`src/include/pgc_pkg.sv`:
```
// pgc_pkg: register map, frame layout and timing constants for the pin/pwm config bank
// assumes a 25 MHz system clock shared by both ends
package pgc_pkg;
  localparam int unsigned CLK_HZ = 25000000;
  localparam logic [6:0] ADDR_PIN_ROLE = 7'h17;
  localparam logic [6:0] ADDR_PWM_ONE = 7'h18;
  localparam logic [6:0] ADDR_PWM_TWO = 7'h19;
  localparam logic [6:0] ADDR_RATE = 7'h1C;
  localparam logic [6:0] ADDR_SCRATCH = 7'h1E;
  localparam logic [6:0] ADDR_EVENT_STAT = 7'h40;
  localparam logic [7:0] RESET_VAL = 8'h00;
  localparam logic [7:0] RATE_MASK = 8'h05;
  localparam int FRAME_BITS = 16;
  localparam int ACC_BIT = 7;
  localparam int DATA_LSB = 8;
  localparam int FO_DUTY_MSB = 7;
  localparam int FO_DUTY_LSB = 6;
  localparam int PIN_TWO_LSB = 3;
  localparam int PIN_ONE_LSB = 0;
  localparam int RATE_ONE_BIT = 0;
  localparam int RATE_TWO_BIT = 2;
  localparam logic [2:0] ROLE_OFF = 3'h4;
  localparam logic [2:0] ROLE_WAKE = 3'h5;
  localparam logic [2:0] ROLE_LOW_SIDE = 3'h6;
  localparam logic [2:0] ROLE_HIGH_SIDE = 3'h7;
  localparam logic [2:0] HS_FOLLOW_ONE = 3'h4;
  localparam logic [2:0] HS_FOLLOW_TWO = 3'h5;
  localparam int PWM_SLOW_HZ = 200;
  localparam int PWM_FAST_HZ = 400;
  localparam int PWM_STEPS = 255;
  localparam int PWM_SLOW_DIV = CLK_HZ / (PWM_SLOW_HZ * PWM_STEPS);
  localparam int PWM_FAST_DIV = CLK_HZ / (PWM_FAST_HZ * PWM_STEPS);
  localparam int WAKE_FILT_NS = 16000;
  localparam int WAKE_FILT_CYC = (WAKE_FILT_NS * (CLK_HZ / 1000000) + 999) / 1000;
  localparam int FO_PERIOD_CYC = 2500000;
  localparam int FO_ON_20 = FO_PERIOD_CYC / 5;
  localparam int FO_ON_10 = FO_PERIOD_CYC / 10;
  localparam int FO_ON_5 = FO_PERIOD_CYC / 20;
  localparam int FO_ON_2P5 = FO_PERIOD_CYC / 40;
  localparam int SCK_HALF = 2;
endpackage
```
`src/include/pgc_link_if.sv`:
```
// pgc_link_if: four-wire serial link between host controller and device
// assumes both ends run on the same sys_clk
`timescale 1ns/10ps
interface pgc_link_if;
  logic csn;
  logic sck;
  logic mosi;
  logic miso;
  modport dev (input csn, input sck, input mosi, output miso);
  modport host (output csn, output sck, output mosi, input miso);
endinterface

```
`src/core/pgc_dev.sv`:
```
// pgc_dev: device end; serial slave, config bank, two pwm channels, pin roles
// assumes link inputs synchronous to sys_clk, sampled on rising sck edges
//
// Contract
// - fail_output_duty_field bits 7:6 pick 20/10/5/2.5% duty
// - pin codes: fail out, off, wake, ls, hs
// - duty 0 off, 255 on, else fraction
// - two pwm channels, own 8-bit duty
// - rate bits 0,2: clear 200Hz, set 400Hz
// - rate reserved bits ignore writes, read 0
// - host avoids tiny nonzero duty values
// - host assigns timer when using filter
// - config and pwm regs zero on resets
// - scratch zero at power-up, survives soft reset
// - scratch survives fail-safe and restart
// - scratch access only in active mode
// - 16-bit frame: address, mode bit, data
// - data bits map to frame 8..15
// - mode bit 0 reads without change
// - mode bit 1 clears clearable bits
// - status bits latch until host clears; here soft_reset also reloads them from event_in
// - read-only bits ignore clear requests
// - one register per frame
// - hs code 100 follows pwm1, 101 pwm2
//
// The address-and-strobe port was left to the implementer.
`timescale 1ns/10ps
module pgc_dev
  import pgc_pkg::*;
(
  input wire logic sys_clk,
  input wire logic rstn,
  input wire logic soft_reset,
  input wire logic host_active_mode,
  input wire logic [3:0] event_in,
  input wire logic [2:0] hs_cfg_one,
  input wire logic [2:0] hs_cfg_two,
  input wire logic wake_pin_one,
  input wire logic wake_pin_two,
  pgc_link_if.dev link,
  output logic fail_output_two,
  output logic fail_output_three,
  output logic [1:0] low_side_on,
  output logic [1:0] high_side_on,
  output logic [1:0] wake_seen,
  output logic pwm_one_out,
  output logic pwm_two_out,
  output logic high_side_output_one,
  output logic high_side_output_two
);
  import pgc_pkg::*;

  logic [7:0] pin_role_config_r, pwm_one_duty_r, pwm_two_duty_r, pwm_rate_select_r, host_scratch_byte_r;
  logic [3:0] event_stat_r;
  logic sck_d_r, csn_d_r, miso_r;
  logic [4:0] bit_cnt_r;
  logic [15:0] shift_r, frame_nxt;
  logic [7:0] rdata;
  logic frame_done;

  function automatic logic [7:0] read_reg(input logic [6:0] a);
    case (a)
      ADDR_PIN_ROLE: read_reg = pin_role_config_r;
      ADDR_PWM_ONE: read_reg = pwm_one_duty_r;
      ADDR_PWM_TWO: read_reg = pwm_two_duty_r;
      ADDR_RATE: read_reg = pwm_rate_select_r & RATE_MASK;
      ADDR_SCRATCH: read_reg = host_active_mode ? host_scratch_byte_r : RESET_VAL;
      ADDR_EVENT_STAT: read_reg = {4'h0, event_stat_r};
      default: read_reg = RESET_VAL;
    endcase
  endfunction

  // frame: bits 6:0 address, bit 7 mode, bits 15:8 data, lsb first
  wire sck_rise = link.sck & ~sck_d_r;
  wire sck_fall = ~link.sck & sck_d_r;
  assign frame_nxt = {link.mosi, shift_r[15:1]};
  // address bits sit in 14:8 while the ninth bit is still pending
  assign rdata = read_reg(shift_r[14:8]);

  always_ff @(posedge sys_clk or negedge rstn) begin
    if (!rstn) begin
      sck_d_r <= 1'b0;
      csn_d_r <= 1'b1;
    end else begin
      sck_d_r <= link.sck;
      csn_d_r <= link.csn;
    end
  end

  always_ff @(posedge sys_clk or negedge rstn) begin
    if (!rstn) begin
      bit_cnt_r <= 5'h00;
      shift_r <= 16'h0000;
    end else if (link.csn) begin
      bit_cnt_r <= 5'h00;
    end else if (sck_rise && bit_cnt_r != 5'(FRAME_BITS)) begin
      shift_r <= frame_nxt;
      bit_cnt_r <= bit_cnt_r + 5'h01;
    end
  end

  // exactly 16 bits taken before csn rises commits one register
  assign frame_done = link.csn & ~csn_d_r & (bit_cnt_r == 5'(FRAME_BITS));
  wire [6:0] f_addr = shift_r[6:0];
  wire f_clr = shift_r[ACC_BIT];
  wire [7:0] f_data = shift_r[15:DATA_LSB];

  // miso: after 7 address bits and the mode bit, shift out read data lsb first
  logic [7:0] rd_byte_r;
  always_ff @(posedge sys_clk or negedge rstn) begin
    if (!rstn) begin
      miso_r <= 1'b0;
      rd_byte_r <= RESET_VAL;
    end else if (link.csn) begin
      miso_r <= 1'b0;
    end else if (sck_fall && bit_cnt_r == 5'h08) begin
      rd_byte_r <= rdata;
      miso_r <= rdata[0];
    end else if (sck_fall && bit_cnt_r > 5'h08 && bit_cnt_r < 5'(FRAME_BITS)) begin
      miso_r <= rd_byte_r[3'(bit_cnt_r - 5'h08)];
    end
  end
  assign link.miso = miso_r;

  // mode bit selects write for control registers
  always_ff @(posedge sys_clk or negedge rstn) begin
    if (!rstn) begin
      pin_role_config_r <= RESET_VAL;
      pwm_one_duty_r <= RESET_VAL;
      pwm_two_duty_r <= RESET_VAL;
      pwm_rate_select_r <= RESET_VAL;
    end else if (soft_reset) begin
      pin_role_config_r <= RESET_VAL;
      pwm_one_duty_r <= RESET_VAL;
      pwm_two_duty_r <= RESET_VAL;
      pwm_rate_select_r <= RESET_VAL;
    end else if (frame_done && f_clr) begin
      case (f_addr)
        ADDR_PIN_ROLE: pin_role_config_r <= f_data;
        ADDR_PWM_ONE: pwm_one_duty_r <= f_data;
        ADDR_PWM_TWO: pwm_two_duty_r <= f_data;
        ADDR_RATE: pwm_rate_select_r <= f_data & RATE_MASK;
        default: ;
      endcase
    end
  end

  // scratch only cleared by power-on reset
  always_ff @(posedge sys_clk or negedge rstn) begin
    if (!rstn) begin
      host_scratch_byte_r <= RESET_VAL;
    end else if (frame_done && f_clr && f_addr == ADDR_SCRATCH && host_active_mode) begin
      host_scratch_byte_r <= f_data;
    end
  end

  // event status: latched, set beats clear
  always_ff @(posedge sys_clk or negedge rstn) begin
    if (!rstn) begin
      event_stat_r <= 4'h0;
    end else if (soft_reset) begin
      event_stat_r <= event_in;
    end else if (frame_done && f_clr && f_addr == ADDR_EVENT_STAT) begin
      event_stat_r <= event_in;
    end else begin
      event_stat_r <= event_stat_r | event_in;
    end
  end

  // pwm channels
  logic [1:0] pwm_q;
  genvar g;
  generate
    for (g = 0; g < 2; g++) begin : g_pwm
      logic [16:0] pre_r;
      logic [7:0] cnt_r;
      logic [7:0] duty;
      logic fast;
      assign duty = (g == 0) ? pwm_one_duty_r : pwm_two_duty_r;
      assign fast = pwm_rate_select_r[(g == 0) ? RATE_ONE_BIT : RATE_TWO_BIT];
      always_ff @(posedge sys_clk or negedge rstn) begin
        if (!rstn) begin
          pre_r <= 17'h00000;
          cnt_r <= 8'h00;
          pwm_q[g] <= 1'b0;
        end else begin
          if (pre_r >= 17'(fast ? PWM_FAST_DIV - 1 : PWM_SLOW_DIV - 1)) begin
            pre_r <= 17'h00000;
            cnt_r <= (cnt_r >= 8'(PWM_STEPS - 1)) ? 8'h00 : cnt_r + 8'h01;
          end else begin
            pre_r <= pre_r + 17'h00001;
          end
          pwm_q[g] <= (duty == 8'hFF) | (cnt_r < duty);
        end
      end
    end
  endgenerate

  always_ff @(posedge sys_clk or negedge rstn) begin
    if (!rstn) begin
      pwm_one_out <= 1'b0;
      pwm_two_out <= 1'b0;
      high_side_output_one <= 1'b0;
      high_side_output_two <= 1'b0;
    end else begin
      pwm_one_out <= pwm_q[0];
      pwm_two_out <= pwm_q[1];
      high_side_output_one <= (hs_cfg_one == HS_FOLLOW_ONE) ? pwm_q[0] :
                              (hs_cfg_one == HS_FOLLOW_TWO) ? pwm_q[1] : 1'b0;
      high_side_output_two <= (hs_cfg_two == HS_FOLLOW_ONE) ? pwm_q[0] :
                              (hs_cfg_two == HS_FOLLOW_TWO) ? pwm_q[1] : 1'b0;
    end
  end

  // fail output blink with selectable duty
  logic [21:0] fo_cnt_r;
  logic [21:0] fo_on;
  always_comb begin
    case (pin_role_config_r[FO_DUTY_MSB:FO_DUTY_LSB])
      2'h0: fo_on = 22'(FO_ON_20);
      2'h1: fo_on = 22'(FO_ON_10);
      2'h2: fo_on = 22'(FO_ON_5);
      default: fo_on = 22'(FO_ON_2P5);
    endcase
  end
  always_ff @(posedge sys_clk or negedge rstn) begin
    if (!rstn) begin
      fo_cnt_r <= 22'h000000;
    end else begin
      fo_cnt_r <= (fo_cnt_r >= 22'(FO_PERIOD_CYC - 1)) ? 22'h000000 : fo_cnt_r + 22'h000001;
    end
  end
  wire fo_wave = fo_cnt_r < fo_on;

  // per-pin role decode, wake filter
  logic [1:0] wake_in;
  assign wake_in = {wake_pin_two, wake_pin_one};
  logic [1:0] fo_sel;
  generate
    for (g = 0; g < 2; g++) begin : g_pin
      logic [2:0] role;
      logic [9:0] filt_r;
      assign role = pin_role_config_r[((g == 0) ? PIN_ONE_LSB : PIN_TWO_LSB) +: 3];
      assign fo_sel[g] = ~role[2];
      always_ff @(posedge sys_clk or negedge rstn) begin
        if (!rstn) begin
          filt_r <= 10'h000;
          wake_seen[g] <= 1'b0;
          low_side_on[g] <= 1'b0;
          high_side_on[g] <= 1'b0;
        end else begin
          low_side_on[g] <= (role == ROLE_LOW_SIDE);
          high_side_on[g] <= (role == ROLE_HIGH_SIDE);
          if (role != ROLE_WAKE || !wake_in[g]) begin
            filt_r <= 10'h000;
            wake_seen[g] <= 1'b0;
          end else if (filt_r >= 10'(WAKE_FILT_CYC - 1)) begin
            wake_seen[g] <= 1'b1;
          end else begin
            filt_r <= filt_r + 10'h001;
          end
        end
      end
    end
  endgenerate

  always_ff @(posedge sys_clk or negedge rstn) begin
    if (!rstn) begin
      fail_output_two <= 1'b0;
      fail_output_three <= 1'b0;
    end else begin
      fail_output_two <= fo_sel[0] & fo_wave;
      fail_output_three <= fo_sel[1] & fo_wave;
    end
  end
endmodule

```
`src/flat_wrapper.sv`:
```
// flat-port wrapper written by rule: the top's interface ports become plain ports
module pgc_dev_flat import pgc_pkg::*;
  (sys_clk, rstn, soft_reset, host_active_mode, event_in, hs_cfg_one, hs_cfg_two, wake_pin_one, wake_pin_two, fail_output_two, fail_output_three, low_side_on, high_side_on, wake_seen, pwm_one_out, pwm_two_out, high_side_output_one, high_side_output_two, link_csn, link_sck, link_mosi, link_miso);
  pgc_link_if link_i ();
  input wire logic sys_clk;
  input wire logic rstn;
  input wire logic soft_reset;
  input wire logic host_active_mode;
  input wire logic [3:0] event_in;
  input wire logic [2:0] hs_cfg_one;
  input wire logic [2:0] hs_cfg_two;
  input wire logic wake_pin_one;
  input wire logic wake_pin_two;
  output logic fail_output_two;
  output logic fail_output_three;
  output logic [1:0] low_side_on;
  output logic [1:0] high_side_on;
  output logic [1:0] wake_seen;
  output logic pwm_one_out;
  output logic pwm_two_out;
  output logic high_side_output_one;
  output logic high_side_output_two;
  input wire logic [$bits(link_i.csn)-1:0] link_csn;
  input wire logic [$bits(link_i.sck)-1:0] link_sck;
  input wire logic [$bits(link_i.mosi)-1:0] link_mosi;
  output wire logic [$bits(link_i.miso)-1:0] link_miso;
  assign link_i.csn = link_csn;
  assign link_i.sck = link_sck;
  assign link_i.mosi = link_mosi;
  assign link_miso = link_i.miso;
  pgc_dev u_core (.sys_clk(sys_clk), .rstn(rstn), .soft_reset(soft_reset), .host_active_mode(host_active_mode), .event_in(event_in), .hs_cfg_one(hs_cfg_one), .hs_cfg_two(hs_cfg_two), .wake_pin_one(wake_pin_one), .wake_pin_two(wake_pin_two), .link(link_i), .fail_output_two(fail_output_two), .fail_output_three(fail_output_three), .low_side_on(low_side_on), .high_side_on(high_side_on), .wake_seen(wake_seen), .pwm_one_out(pwm_one_out), .pwm_two_out(pwm_two_out), .high_side_output_one(high_side_output_one), .high_side_output_two(high_side_output_two));
endmodule
```
`config.mk`:
```
export PLATFORM = sky130hd
export DESIGN_NAME = pgc_dev_flat
export DESIGN_NICKNAME = d
export VERILOG_FILES = /design/src/include/pgc_pkg.sv /design/src/include/pgc_link_if.sv /design/src/core/pgc_dev.sv /design/src/flat_wrapper.sv
export SDC_FILE = /design/constraint.sdc
export NUM_CORES = 1
export LEC_CHECK = 0
export ABC_AREA = 1
export BUFFER_PORTS_ARGS = -buffer_cell sky130_fd_sc_hd__buf_2
export CAP_MARGIN = 20
export CORE_MARGIN = 2
export CORE_UTILIZATION = 50
export CTS_CLUSTER_DIAMETER = 60
export DETAILED_ROUTE_END_ITERATION = 8
export GPL_TIMING_DRIVEN = 0
export HOLD_SLACK_MARGIN = 0.15
export PLACE_DENSITY = 0.76
export REMOVE_ABC_BUFFERS = 1
export SLEW_MARGIN = 20
export SYNTH_ARGS = -nofsm -noshare
export SYNTH_HDL_FRONTEND = slang
export SYNTH_SLANG_ARGS = --single-unit
```
`constraint.sdc`:
```
create_clock -name sys_clk -period 1.55 [get_ports sys_clk]
set_input_delay 0.0775 -clock sys_clk [delete_from_list [all_inputs] [get_ports sys_clk]]
set_output_delay 0.0775 -clock sys_clk [all_outputs]
set_load 0.1 [all_outputs]
```
After elaboration in Yosys (flattened, before gate mapping) --
Cells that the tools add are included.
Operators by class: add/subtract/negate cells 9, multiply operators 0, div/mod/pow operators 0, magnitude comparators 13, equality and inequality tests 31, shifts and indexed selects 0, mux-type cells 43, bitwise gates (word level) 15, reduce and logical (&&, ||, !) cells 28
Operators by type and width (count):
- $mux W8 | 12
- $eq A7 B5 Y1 const B | 10
- $pmux W19 S3 | 1
- $pmux W8 S6 | 1
- $mux W10 | 4
- $add A17 B1 Y17 const B | 2
- $ge A17 B17 Y1 | 2
- $mux W17 | 2
- $eq A3 B3 Y1 const B | 8
- $add A22 B1 Y22 const B | 1
- $ge A22 B22 Y1 const B | 1
- $lt A22 B19 Y1 | 1
- $mux W22 | 1
- $add A10 B1 Y10 const B | 2
- $ge A10 B9 Y1 const B | 2
- $mux W9 | 2
- $add A8 B1 Y8 const B | 2
- $eq A8 B8 Y1 const B | 2
- $ge A8 B8 Y1 const B | 2
- $lt A8 B8 Y1 | 2
- $reduce_bool A2 Y1 | 8
- $eq A7 B7 Y1 const B | 2
- $mux W1 | 12
- $reduce_and A2 Y1 | 6
- 25 further kinds | 51
Storage, ports and cells: register bits 177, latch bits 0, bits in writable memories 0, ROM bits 0, input port bits 19, output and inout port bits 13, memories kept 0

Longest topological paths before layout --
Gate-level depths: netlist of run 1.
depth in word-level cells 7, gate-level depth with buffers 11, depth with buffers taken out 11

Worst setup path after synthesis of run 1 --
No wires, ideal clock.
path kind flip-flop to flip-flop, start point register u_core.pin_role_config_r[7], end point register u_core.fail_output_three, setup time 0.072 ns, arrival 1.624 ns, required time 1.478 ns, path slack -0.146 ns, cell stages (with the launch flop) 11, path buffers 0, cell sequence dfrtp_1 inv_1 ha_1 o21ai_0 ha_1 nand3_1 nand2_1 o21bai_1 a21oi_1 nand3_1 nor2_1
Between the ends: word-level cells in the longest chain between the ends 4
Ends and longest elaborated chain:
- start: declaration | RTL line pgc_dev.sv:53 | logic [7:0] pin_role_config_r, pwm_one_duty_r, pwm_two_duty_r, pwm_rate_select_r, host_scratch_byte_r;
- start signal: assignment | RTL line pgc_dev.sv:139 | ADDR_PIN_ROLE: pin_role_config_r <= f_data;
- $eq A2 B2 Y1 (tied with other cells) | RTL line pgc_dev.sv:219 | case (pin_role_config_r[FO_DUTY_MSB:FO_DUTY_LSB])
- $pmux W19 S3 (*) | RTL line pgc_dev.sv:219
- $lt A22 B19 Y1 (*) | RTL line pgc_dev.sv:233 | wire fo_wave = fo_cnt_r < fo_on;
- $and A1 B1 Y1 (*) | RTL line pgc_dev.sv:273 | fail_output_three <= fo_sel[1] & fo_wave;
- end signal: assignment | RTL line pgc_dev.sv:273
- end: declaration | RTL line pgc_dev.sv:42 | output logic fail_output_three,
Every way passes the cells marked *; elsewhere a longest branch is shown, timed or not. A chain may end at the register's enable or synchronous reset.

Worst setup path after layout of run 1 --
start point register u_core.pin_role_config_r[6], end point register u_core.fail_output_two
Between the ends: word-level cells in the longest chain between the ends 4
Ends and longest elaborated chain:
- $eq A2 B2 Y1 (tied with other cells) | RTL line pgc_dev.sv:219
- $pmux W19 S3 (*) | RTL line pgc_dev.sv:219
- $lt A22 B19 Y1 (*) | RTL line pgc_dev.sv:233
- $and A1 B1 Y1 (*) | RTL line pgc_dev.sv:272 | fail_output_two <= fo_sel[0] & fo_wave;
- end signal: assignment | RTL line pgc_dev.sv:272
- end: declaration | RTL line pgc_dev.sv:41 | output logic fail_output_two,
Marks and branches as above.

==> results.yml, run 1 <==
status:
  outcome: "complete, but fails checks"
  violations: "negative setup slack"
setup_path:
  cp.depth: 10
  critPathMaxFanout: 5
  ff2ff_setup_slack_ps: -380
  cp_cell_sequence: "buf_6 -> buf_4 -> ha_4 -> inv_4 -> ha_4 -> nand4_1 -> nor3_2 -> nand3_2 -> nand3_2 -> nor2_2"
  timing.critical_path.arrival_ps: 2240
  cp_num_buf_inv: 3
  critPathLaunchType: "flop"
  rr_worst_depth: 10
  crit_path_class: "flop to flop"
  timing.critical_path.to_type: "flop"
  worst_r2r_start: "u_core.pin_role_config_r[6]$_DFFE_PN0P_"
  cp_top_family: "simple AND/OR/NAND/NOR gates"
  worst_stage_delay_on_the_critical_path_ps: 480
  critical-path-slowest-cell: "dfrtp_2"
  crit-reg2reg-capture: "u_core.fail_output_two$_DFF_PN0_"
  endpoint_required_time_on_the_critical_path_ps: 1870
floorplan:
  start_util: 0.505
  fp.dieH_um: 141
  coreArea_mm2: 0.0186
  die_width_um: 141
  die-area_mm2: 0.0199
  ios: 32
  std_cell_rows: 50
global_routing:
  grtUsageTotal: 0.235
  global_route.overflow_total: 0
  antenna_found_initial: 0
  grt_start_max_net_pins: 90
  grt_pass1_vias: 8137
  grt_pass1_wl_mm: 37.7
synthesis:
  synthesized_area_fraction_occupied_by_ao_oa_aoi_and_oai_cells: 0.0919
  combinational_family_with_the_most_area_after_synthesis: "simple AND/OR/NAND/NOR gates"
  syn-instance-count: 1151
  synthesis.area_mm2: 0.00938
  ys.warnings.count: 0
  post_synth_num_cell_types: 44
  synth_area_per_cell_um2: 8.15
  post_synth_xor_area_fraction: 0.0345
  synth_adder_area_share: 0.0720
  synth_seq_area_share: 0.470
  postSynth.topFlopCell: "dfrtp_1"
  synthArstFlopShare: 1.00
  count_of_flip_flops_with_a_built_in_enable_after_synthesis: 0
  synthSimpleGateAreaFrac: 0.257
  yosys_register_bits: 176
  synth.mux.area_fraction: 0
layout:
  area_delta_synth_final_pct: 31.2
  postLayoutCoreUtil: 0.662
  diodes: 0
  final_cell_area_mm2: 0.0123
  post_route_cells_drive_above_1_share: 0.264
  final_common_cell: "nand2_1"
  finalNetCount: 1349
  most-common-layout-cells: "nand2_1 (211), dfrtp_1 (159), inv_1 (132), nor2_1 (101), nand3_1 (58)"
  fillerInstances: 1337
clock_network:
  cts_tree: "built"
  clock-root-buffer: "clkbuf_16"
  max-clock-path-buffers: 2
  clock_sinks: 176
  worstSkewPairLatency_ps: 430
  cts-buffers-inserted: 17
  worst_path_clk_slew_ps: 70
  clock_tree.htree_level_count: 4
placement:
  dp_hpwl_mm: 14.1
  placement.cell_area_mm2: 0.00982
  place.port_buffers: 31
  gp_routability_congestion: 0.885
  preCtsSetupSlack_ps: -740
power:
  peakVddDrop_mv: 0.768
  total_power_mw: 12.2
  leakage_nw: 5.50
  seq_power_share: 0.451
  p_comb_frac: 0.221
  part_of_the_total_power_dissipated_in_the_clock_network: 0.328
  ratio_of_total_power_to_cell_area_mw_per_mm2: 992
  p_switching_mw: 4.10
  netSwitchingFraction: 0.336
  cell_internal_pwr_mw: 8.10
detailed_routing:
  per_cell_routed_wire_length_um: 16.5
  drt_first_iter_violations: 826
  drcViolationCount: 0
  wl_met1_mm: 10.2
  drt_pass1_iterations: 6
  route.vias.total: 8571
  met2_wire_length_mm: 12.5
  ant_nets: 0
  route.final.wire_length_mm: 25.1
  highest-signal-layer: "met4"
  routed_via_density: 5.63
  detailroute.wirelength.met3_mm: 1.58
timing:
  finalSetupTns_ps: -7070
  max_freq_mhz: 519
  maxSlewViolCount: 0
  finalHoldViolCount: 0
  finClkSkew_ps: 11.2
  post-route-min-period_ps: 1930
  grt_setup_unrepaired: "yes"
  final-setup-viol-count: 61
  tightestPinTransition_ps: 818
  max_slew_margin: 0.454
  final.setup.worst_slack_ps: -377
  timing.final.crit_share: 1.24
hold_path:
  worst_hold_path.endpoint: "u_core.pwm_rate_select_r[0]$_DFFE_PN0P_"
  hold_depth: 4
  hold_class: "input port to flop"
  worst_hold_startpoint: "soft_reset"
run:
  drv_cap: 0
routing by layer:
metal,vias to the layer above,GRT usage
li1,4001,-
met1,4142,0.301
met2,341,0.397
met3,87,0.0462
met4,0,0.0895
met5,-,0
worst max path at each step:
stage	slack [ps]	startpoint	endpoint
5_1_grt	-430	u_core.pin_role_config_r[6]$_DFFE_PN0P_	u_core.fail_output_two$_DFF_PN0_
3_5_place_dp	-740	u_core.fo_cnt_r[0]$_DFF_PN0_	u_core.fo_cnt_r[14]$_DFF_PN0_
6_report	-380	u_core.pin_role_config_r[6]$_DFFE_PN0P_	u_core.fail_output_two$_DFF_PN0_
4_1_cts	-280	u_core.pin_role_config_r[6]$_DFFE_PN0P_	u_core.fail_output_two$_DFF_PN0_
3_3_place_gp	-2360	rstn	u_core.high_side_output_two$_DFF_PN0_
2_1_floorplan	-780	u_core.bit_cnt_r[0]$_DFFE_PN0P_	u_core.shift_r[1]$_DFFE_PN0P_
cell type report:
class | instances | area (um2) | share of cell area
clock buffers | 18 | 429 | 0.0349
clock inverters | 14 | 108 | 0.00874
inverters | 155 | 613 | 0.0498
multi-input cells | 823 | 5540 | 0.450
flip-flops and latches | 176 | 4430 | 0.360
well taps | 234 | 293 | 0.0238
repair buffers | 103 | 905 | 0.0735
timing repair:
item,in CTS,in global routing
hold endpoints to repair,113,0
buffers inserted,25,31
resized for setup,139,163
cloned,8,3
hold buffers,14,0
pin swaps,29,54
setup endpoints to repair,131,135
synthesized netlist by cell type, types with 2 or more instances:
| library cell | instances | area (um2) |
|---|---|---|
| nor3_1 | 43 | 215 |
| a21oi_1 | 21 | 105 |
| inv_1 | 149 | 559 |
| o21ai_1 | 24 | 120 |
| nand2_1 | 251 | 942 |
| xor2_1 | 23 | 201 |
| nand3_1 | 80 | 400 |
| nor2_1 | 137 | 514 |
| clkbuf_1 | 3 | 11.3 |
| o211ai_1 | 3 | 22.5 |
| inv_2 | 4 | 15.0 |
| o21a_1 | 2 | 15.0 |
| nor3_2 | 3 | 30.0 |
| buf_4 | 3 | 22.5 |
| a21boi_0 | 3 | 22.5 |
| ha_1 | 54 | 676 |
| buf_2 | 8 | 40.0 |
| dfrtp_1 | 175 | 4380 |
| o21bai_1 | 7 | 52.6 |
| nand3b_1 | 3 | 22.5 |
| nand4_1 | 28 | 175 |
| buf_6 | 2 | 22.5 |
| o22ai_1 | 12 | 75.1 |
| clkbuf_2 | 2 | 10.0 |
| nor2_2 | 3 | 18.8 |
| nand2_2 | 2 | 12.5 |
| nor3b_1 | 2 | 15.0 |
| o21ai_0 | 68 | 340 |
| xnor2_1 | 14 | 123 |
| o21ai_2 | 8 | 70.1 |
registers in the layout, summed over array words and instances, names as in the netlist, 8 cells and up:
name and cells:
u_core.g_pwm.duty 16, u_core.pin_role_config_r 8, u_core.g_pwm.pre_r 34, u_core.host_scratch_byte_r 8
u_core.g_pwm.cnt_r 16, u_core.shift_r 16, u_core.rd_byte_r 8, u_core.fo_cnt_r 22
u_core.g_pin.filt_r 20
worst min-delay path: stages:
cell and delay, ps:
buf_2 290, a21oi_4 110, nand2_1 70, o21ai_0 80
cells by family (layout without fill, tap and decap cells):
group,count (synthesis),in the layout
simple gates,557,566
flops,176,176
buf+inv,174,290
compound gates,152,152
fa+ha+maj,54,54
xor+xnor,37,37
other cells,1,14
metrics by stage:
step	hold slack, ps	std cells
final	240	1523
after global routing	248	1523
after CTS	176	1491
after detailed placement	138	1412
after global placement	200	1410
after floorplan	-218	1145
power by group through the flow:
stage / Clock [mW] / Sequential, mW / Combinational, mW
global route: 4.25 / 5.56 / 3.06
CTS: 4.02 / 5.47 / 2.40
global placement: 0 / 5.52 / 2.07
floorplan: 0 / 5.65 / 1.43
detailed placement: 0 / 5.53 / 2.17
finish: 4.01 / 5.50 / 2.70
Power figures use the tool's default switching activity.
==> run 2: changes to the inputs <==
--- a/config.mk
+++ b/config.mk
@@ -14,9 +14,8 @@
 export DETAILED_ROUTE_END_ITERATION = 8
 export GPL_TIMING_DRIVEN = 0
 export HOLD_SLACK_MARGIN = 0.15
-export PLACE_DENSITY = 0.76
+export PLACE_DENSITY = 0.73
 export REMOVE_ABC_BUFFERS = 1
-export SLEW_MARGIN = 20
 export SYNTH_ARGS = -nofsm -noshare
 export SYNTH_HDL_FRONTEND = slang
 export SYNTH_SLANG_ARGS = --single-unit
==> constraint.sdc (replaced) <==
create_clock -name sys_clk -period 2.37 [get_ports sys_clk]
set_input_delay 0.1185 -clock sys_clk [delete_from_list [all_inputs] [get_ports sys_clk]]
set_output_delay 0.1185 -clock sys_clk [all_outputs]
set_load 0.1 [all_outputs]
==> results.yml, run 2 (synthesized netlist as in run 1, its figures left out) <==
status:
  outcome: "finished, final reports clean"
clock_network:
  clock-root-buffer: "clkbuf_16"
  worstSkewPairLatency_ps: 440
  clock_sinks: 176
  clock_tree.htree_level_count: 4
  max-clock-path-buffers: 2
  cts-buffers-inserted: 17
  cts_setup_buffers: 0
  worst_path_clk_slew_ps: 70
  cts_tree: "built"
power:
  p_comb_frac: 0.183
  ratio_of_total_power_to_cell_area_mw_per_mm2: 755
  peakVddDrop_mv: 0.500
  p_switching_mw: 2.50
  part_of_the_total_power_dissipated_in_the_clock_network: 0.371
  total_power_mw: 7.99
  cell_internal_pwr_mw: 5.49
  leakage_nw: 4.96
  netSwitchingFraction: 0.313
  seq_power_share: 0.446
placement:
  place.port_buffers: 31
  dp_hpwl_mm: 13.9
  dp.cells: 1411
  gp_routability_congestion: 0.928
layout:
  diodes: 0
  post_route_cells_drive_above_1_share: 0.0784
  finalNetCount: 1284
  number_of_flip_flops_in_the_largest_register: 34
  instances_no_fill: 1458
  final_common_cell: "nand2_1"
  biggestRegsByFlops: "u_core.g_pwm.pre_r x34, u_core.fo_cnt_r x22, u_core.g_pin.filt_r x20"
  fillerInstances: 1639
  area_delta_synth_final_pct: 13.0
  most-common-layout-cells: "nand2_1 (250), dfrtp_1 (175), inv_1 (149), nor2_1 (136), nand3_1 (79)"
  top_register_by_number_of_flip_flops: "u_core.g_pwm.pre_r"
detailed_routing:
  drt_pass1_iterations: 5
  per_cell_routed_wire_length_um: 13.8
  route.vias.total: 7714
  drt_first_iter_violations: 564
  route.final.wire_length_mm: 20.1
  routed_via_density: 5.29
  ant_nets: 0
  drcViolationCount: 0
global_routing:
  grt_pass1_wl_mm: 34.3
  antenna_found_initial: 0
  global_route.overflow_total: 0
  grtUsageTotal: 0.213
  grt_start_max_net_pins: 108
  grt_pass1_vias: 7309
setup_path:
  critical-path-slowest-cell: "dfrtp_1"
  cp_common_cell: "nand2_1"
  ff2ff_setup_slack_ps: 230
  endpoint_required_time_on_the_critical_path_ps: 2690
  worst_r2r_start: "u_core.pwm_rate_select_r[0]$_DFFE_PN0P_"
  critPathLaunchType: "flop"
  cp_cell_sequence: "inv_1 -> ha_1 -> nand2_1 -> nor3_1 -> nand4_1 -> nand2_1 -> inv_1 -> nand2_2 -> inv_1 -> nand2_1 -> nand2_1"
  critPathMaxFanout: 19
  rr_worst_depth: 11
  timing.critical_path.arrival_ps: 2470
  timing.critical_path.to_type: "flop"
  worstSetupStartpoint: "u_core.pwm_rate_select_r[0]$_DFFE_PN0P_"
  crit-reg2reg-capture: "u_core.g_pwm[0].cnt_r[6]$_DFFE_PN0P_"
  crit_path_class: "flop to flop"
  worst_stage_delay_on_the_critical_path_ps: 460
  crit_path_end: "u_core.g_pwm[0].cnt_r[6]$_DFFE_PN0P_"
floorplan:
  die-area_mm2: 0.0199
  coreArea_mm2: 0.0186
  fp.dieH_um: 141
  die_width_um: 141
  ios: 32
  start_util: 0.505
  std_cell_rows: 50
timing:
  maxSlewViolCount: 0
  grt_setup_unrepaired: "no"
  post-route-min-period_ps: 2140
  finClkSkew_ps: 10.0
  finalHoldViolCount: 0
  final-setup-viol-count: 0
  timing.final.crit_share: 0.904
  max_slew_margin: 0.497
  hold_slack_ps: 217
  tightestPinTransition_ps: 752
  max_freq_mhz: 467
run:
  drv_cap: 0
hold_path:
  hold_class: "input port to async pin"
run 2: cell types whose count changed in the layout (fill, tap and decap cells not counted), moves of 17 or more:
| cell | previous run | this run |
|---|---|---|
| inv_1 | 132 | 149 |
| nand2_2 | 21 | 3 |
| ha_1 | 35 | 54 |
| nand2_1 | 211 | 250 |
| ha_4 | 19 | 0 |
| nand3_1 | 58 | 79 |
| nor2_4 | 23 | 1 |
| buf_4 | 41 | 0 |
| nand2_4 | 21 | 0 |
| nor2_1 | 101 | 136 |
run 2: cell type report:
type / count / area, um2 / share of cell area
Clock buffer: 17 / 425 / 0.0402
Clock inverter: 15 / 195 / 0.0184
Inverter: 155 / 584 / 0.0551
Multi-Input combinational cell: 815 / 4360 / 0.411
Sequential cell: 176 / 4410 / 0.416
Tap cell: 234 / 293 / 0.0276
Timing Repair Buffer: 46 / 333 / 0.0314
run 2: through the flow:
| step | setup TNS [ps] | instance area (um2) | util | setup slack, ps |
|---|---|---|---|---|
| final | 0 | 10600 | 0.570 | 227 |
| after global routing | 0 | 10600 | 0.570 | 22.9 |
| after CTS | 0 | 10600 | 0.569 | 22.8 |
| after detailed placement | -252 | 9810 | 0.528 | -106 |
| after global placement | -280530 | 9770 | 0.526 | -1580 |
| after floorplan | 0 | 9320 | - | 37.5 |
run 2: power by group through the flow:
stage / logic [mW] / clock network (mW) / registers [mW]
floorplan: 0.935 / 0 / 3.69
global placement: 1.36 / 0 / 3.61
detailed placement: 1.42 / 0 / 3.61
CTS: 1.46 / 3.03 / 3.56
global route: 1.69 / 3.16 / 3.61
finish: 1.46 / 2.97 / 3.57
run 2: worst max-delay path, delay by kind of cell (launching register included):
kind | cells | cell delay (ps)
adder cells (fa/ha/maj) | 1 | 310
buffers and inverters | 3 | 410
flip-flops | 1 | 460
AND/OR/NAND/NOR | 7 | 840
run 2: metal layers:
layer / GRT usage / wire [um] / up-vias
met4: 0.0642 / 378 / 0
met3: 0.0455 / 1050 / 32
met1: 0.287 / 9160 / 3624
li1: - / - / 3858
met5: 0 / 0 / -
met2: 0.347 / 9470 / 200
run 2: repair_timing:
item,4_1_cts,5_1_grt
pin swaps,0,1
resized for setup,1,3
hold endpoints to repair,85,0
hold buffers,14,0
gates cloned,0,1
setup endpoints to repair,3,32
run 2: how the worst min path moves through the flow:
stage          cells past startpoint  startpoint                                  end
2_1_floorplan                      0        rstn      u_core.bit_cnt_r[0]$_DFFE_PN0P_
3_3_place_gp                       1    link_sck             u_core.sck_d_r$_DFF_PN0_
3_5_place_dp                       1        rstn        u_core.fo_cnt_r[19]$_DFF_PN0_
4_1_cts                            4  soft_reset  u_core.g_pwm[0].duty[6]$_DFFE_PN0P_
5_1_grt                            2        rstn        u_core.fo_cnt_r[19]$_DFF_PN0_
6_report                           2        rstn        u_core.fo_cnt_r[19]$_DFF_PN0_
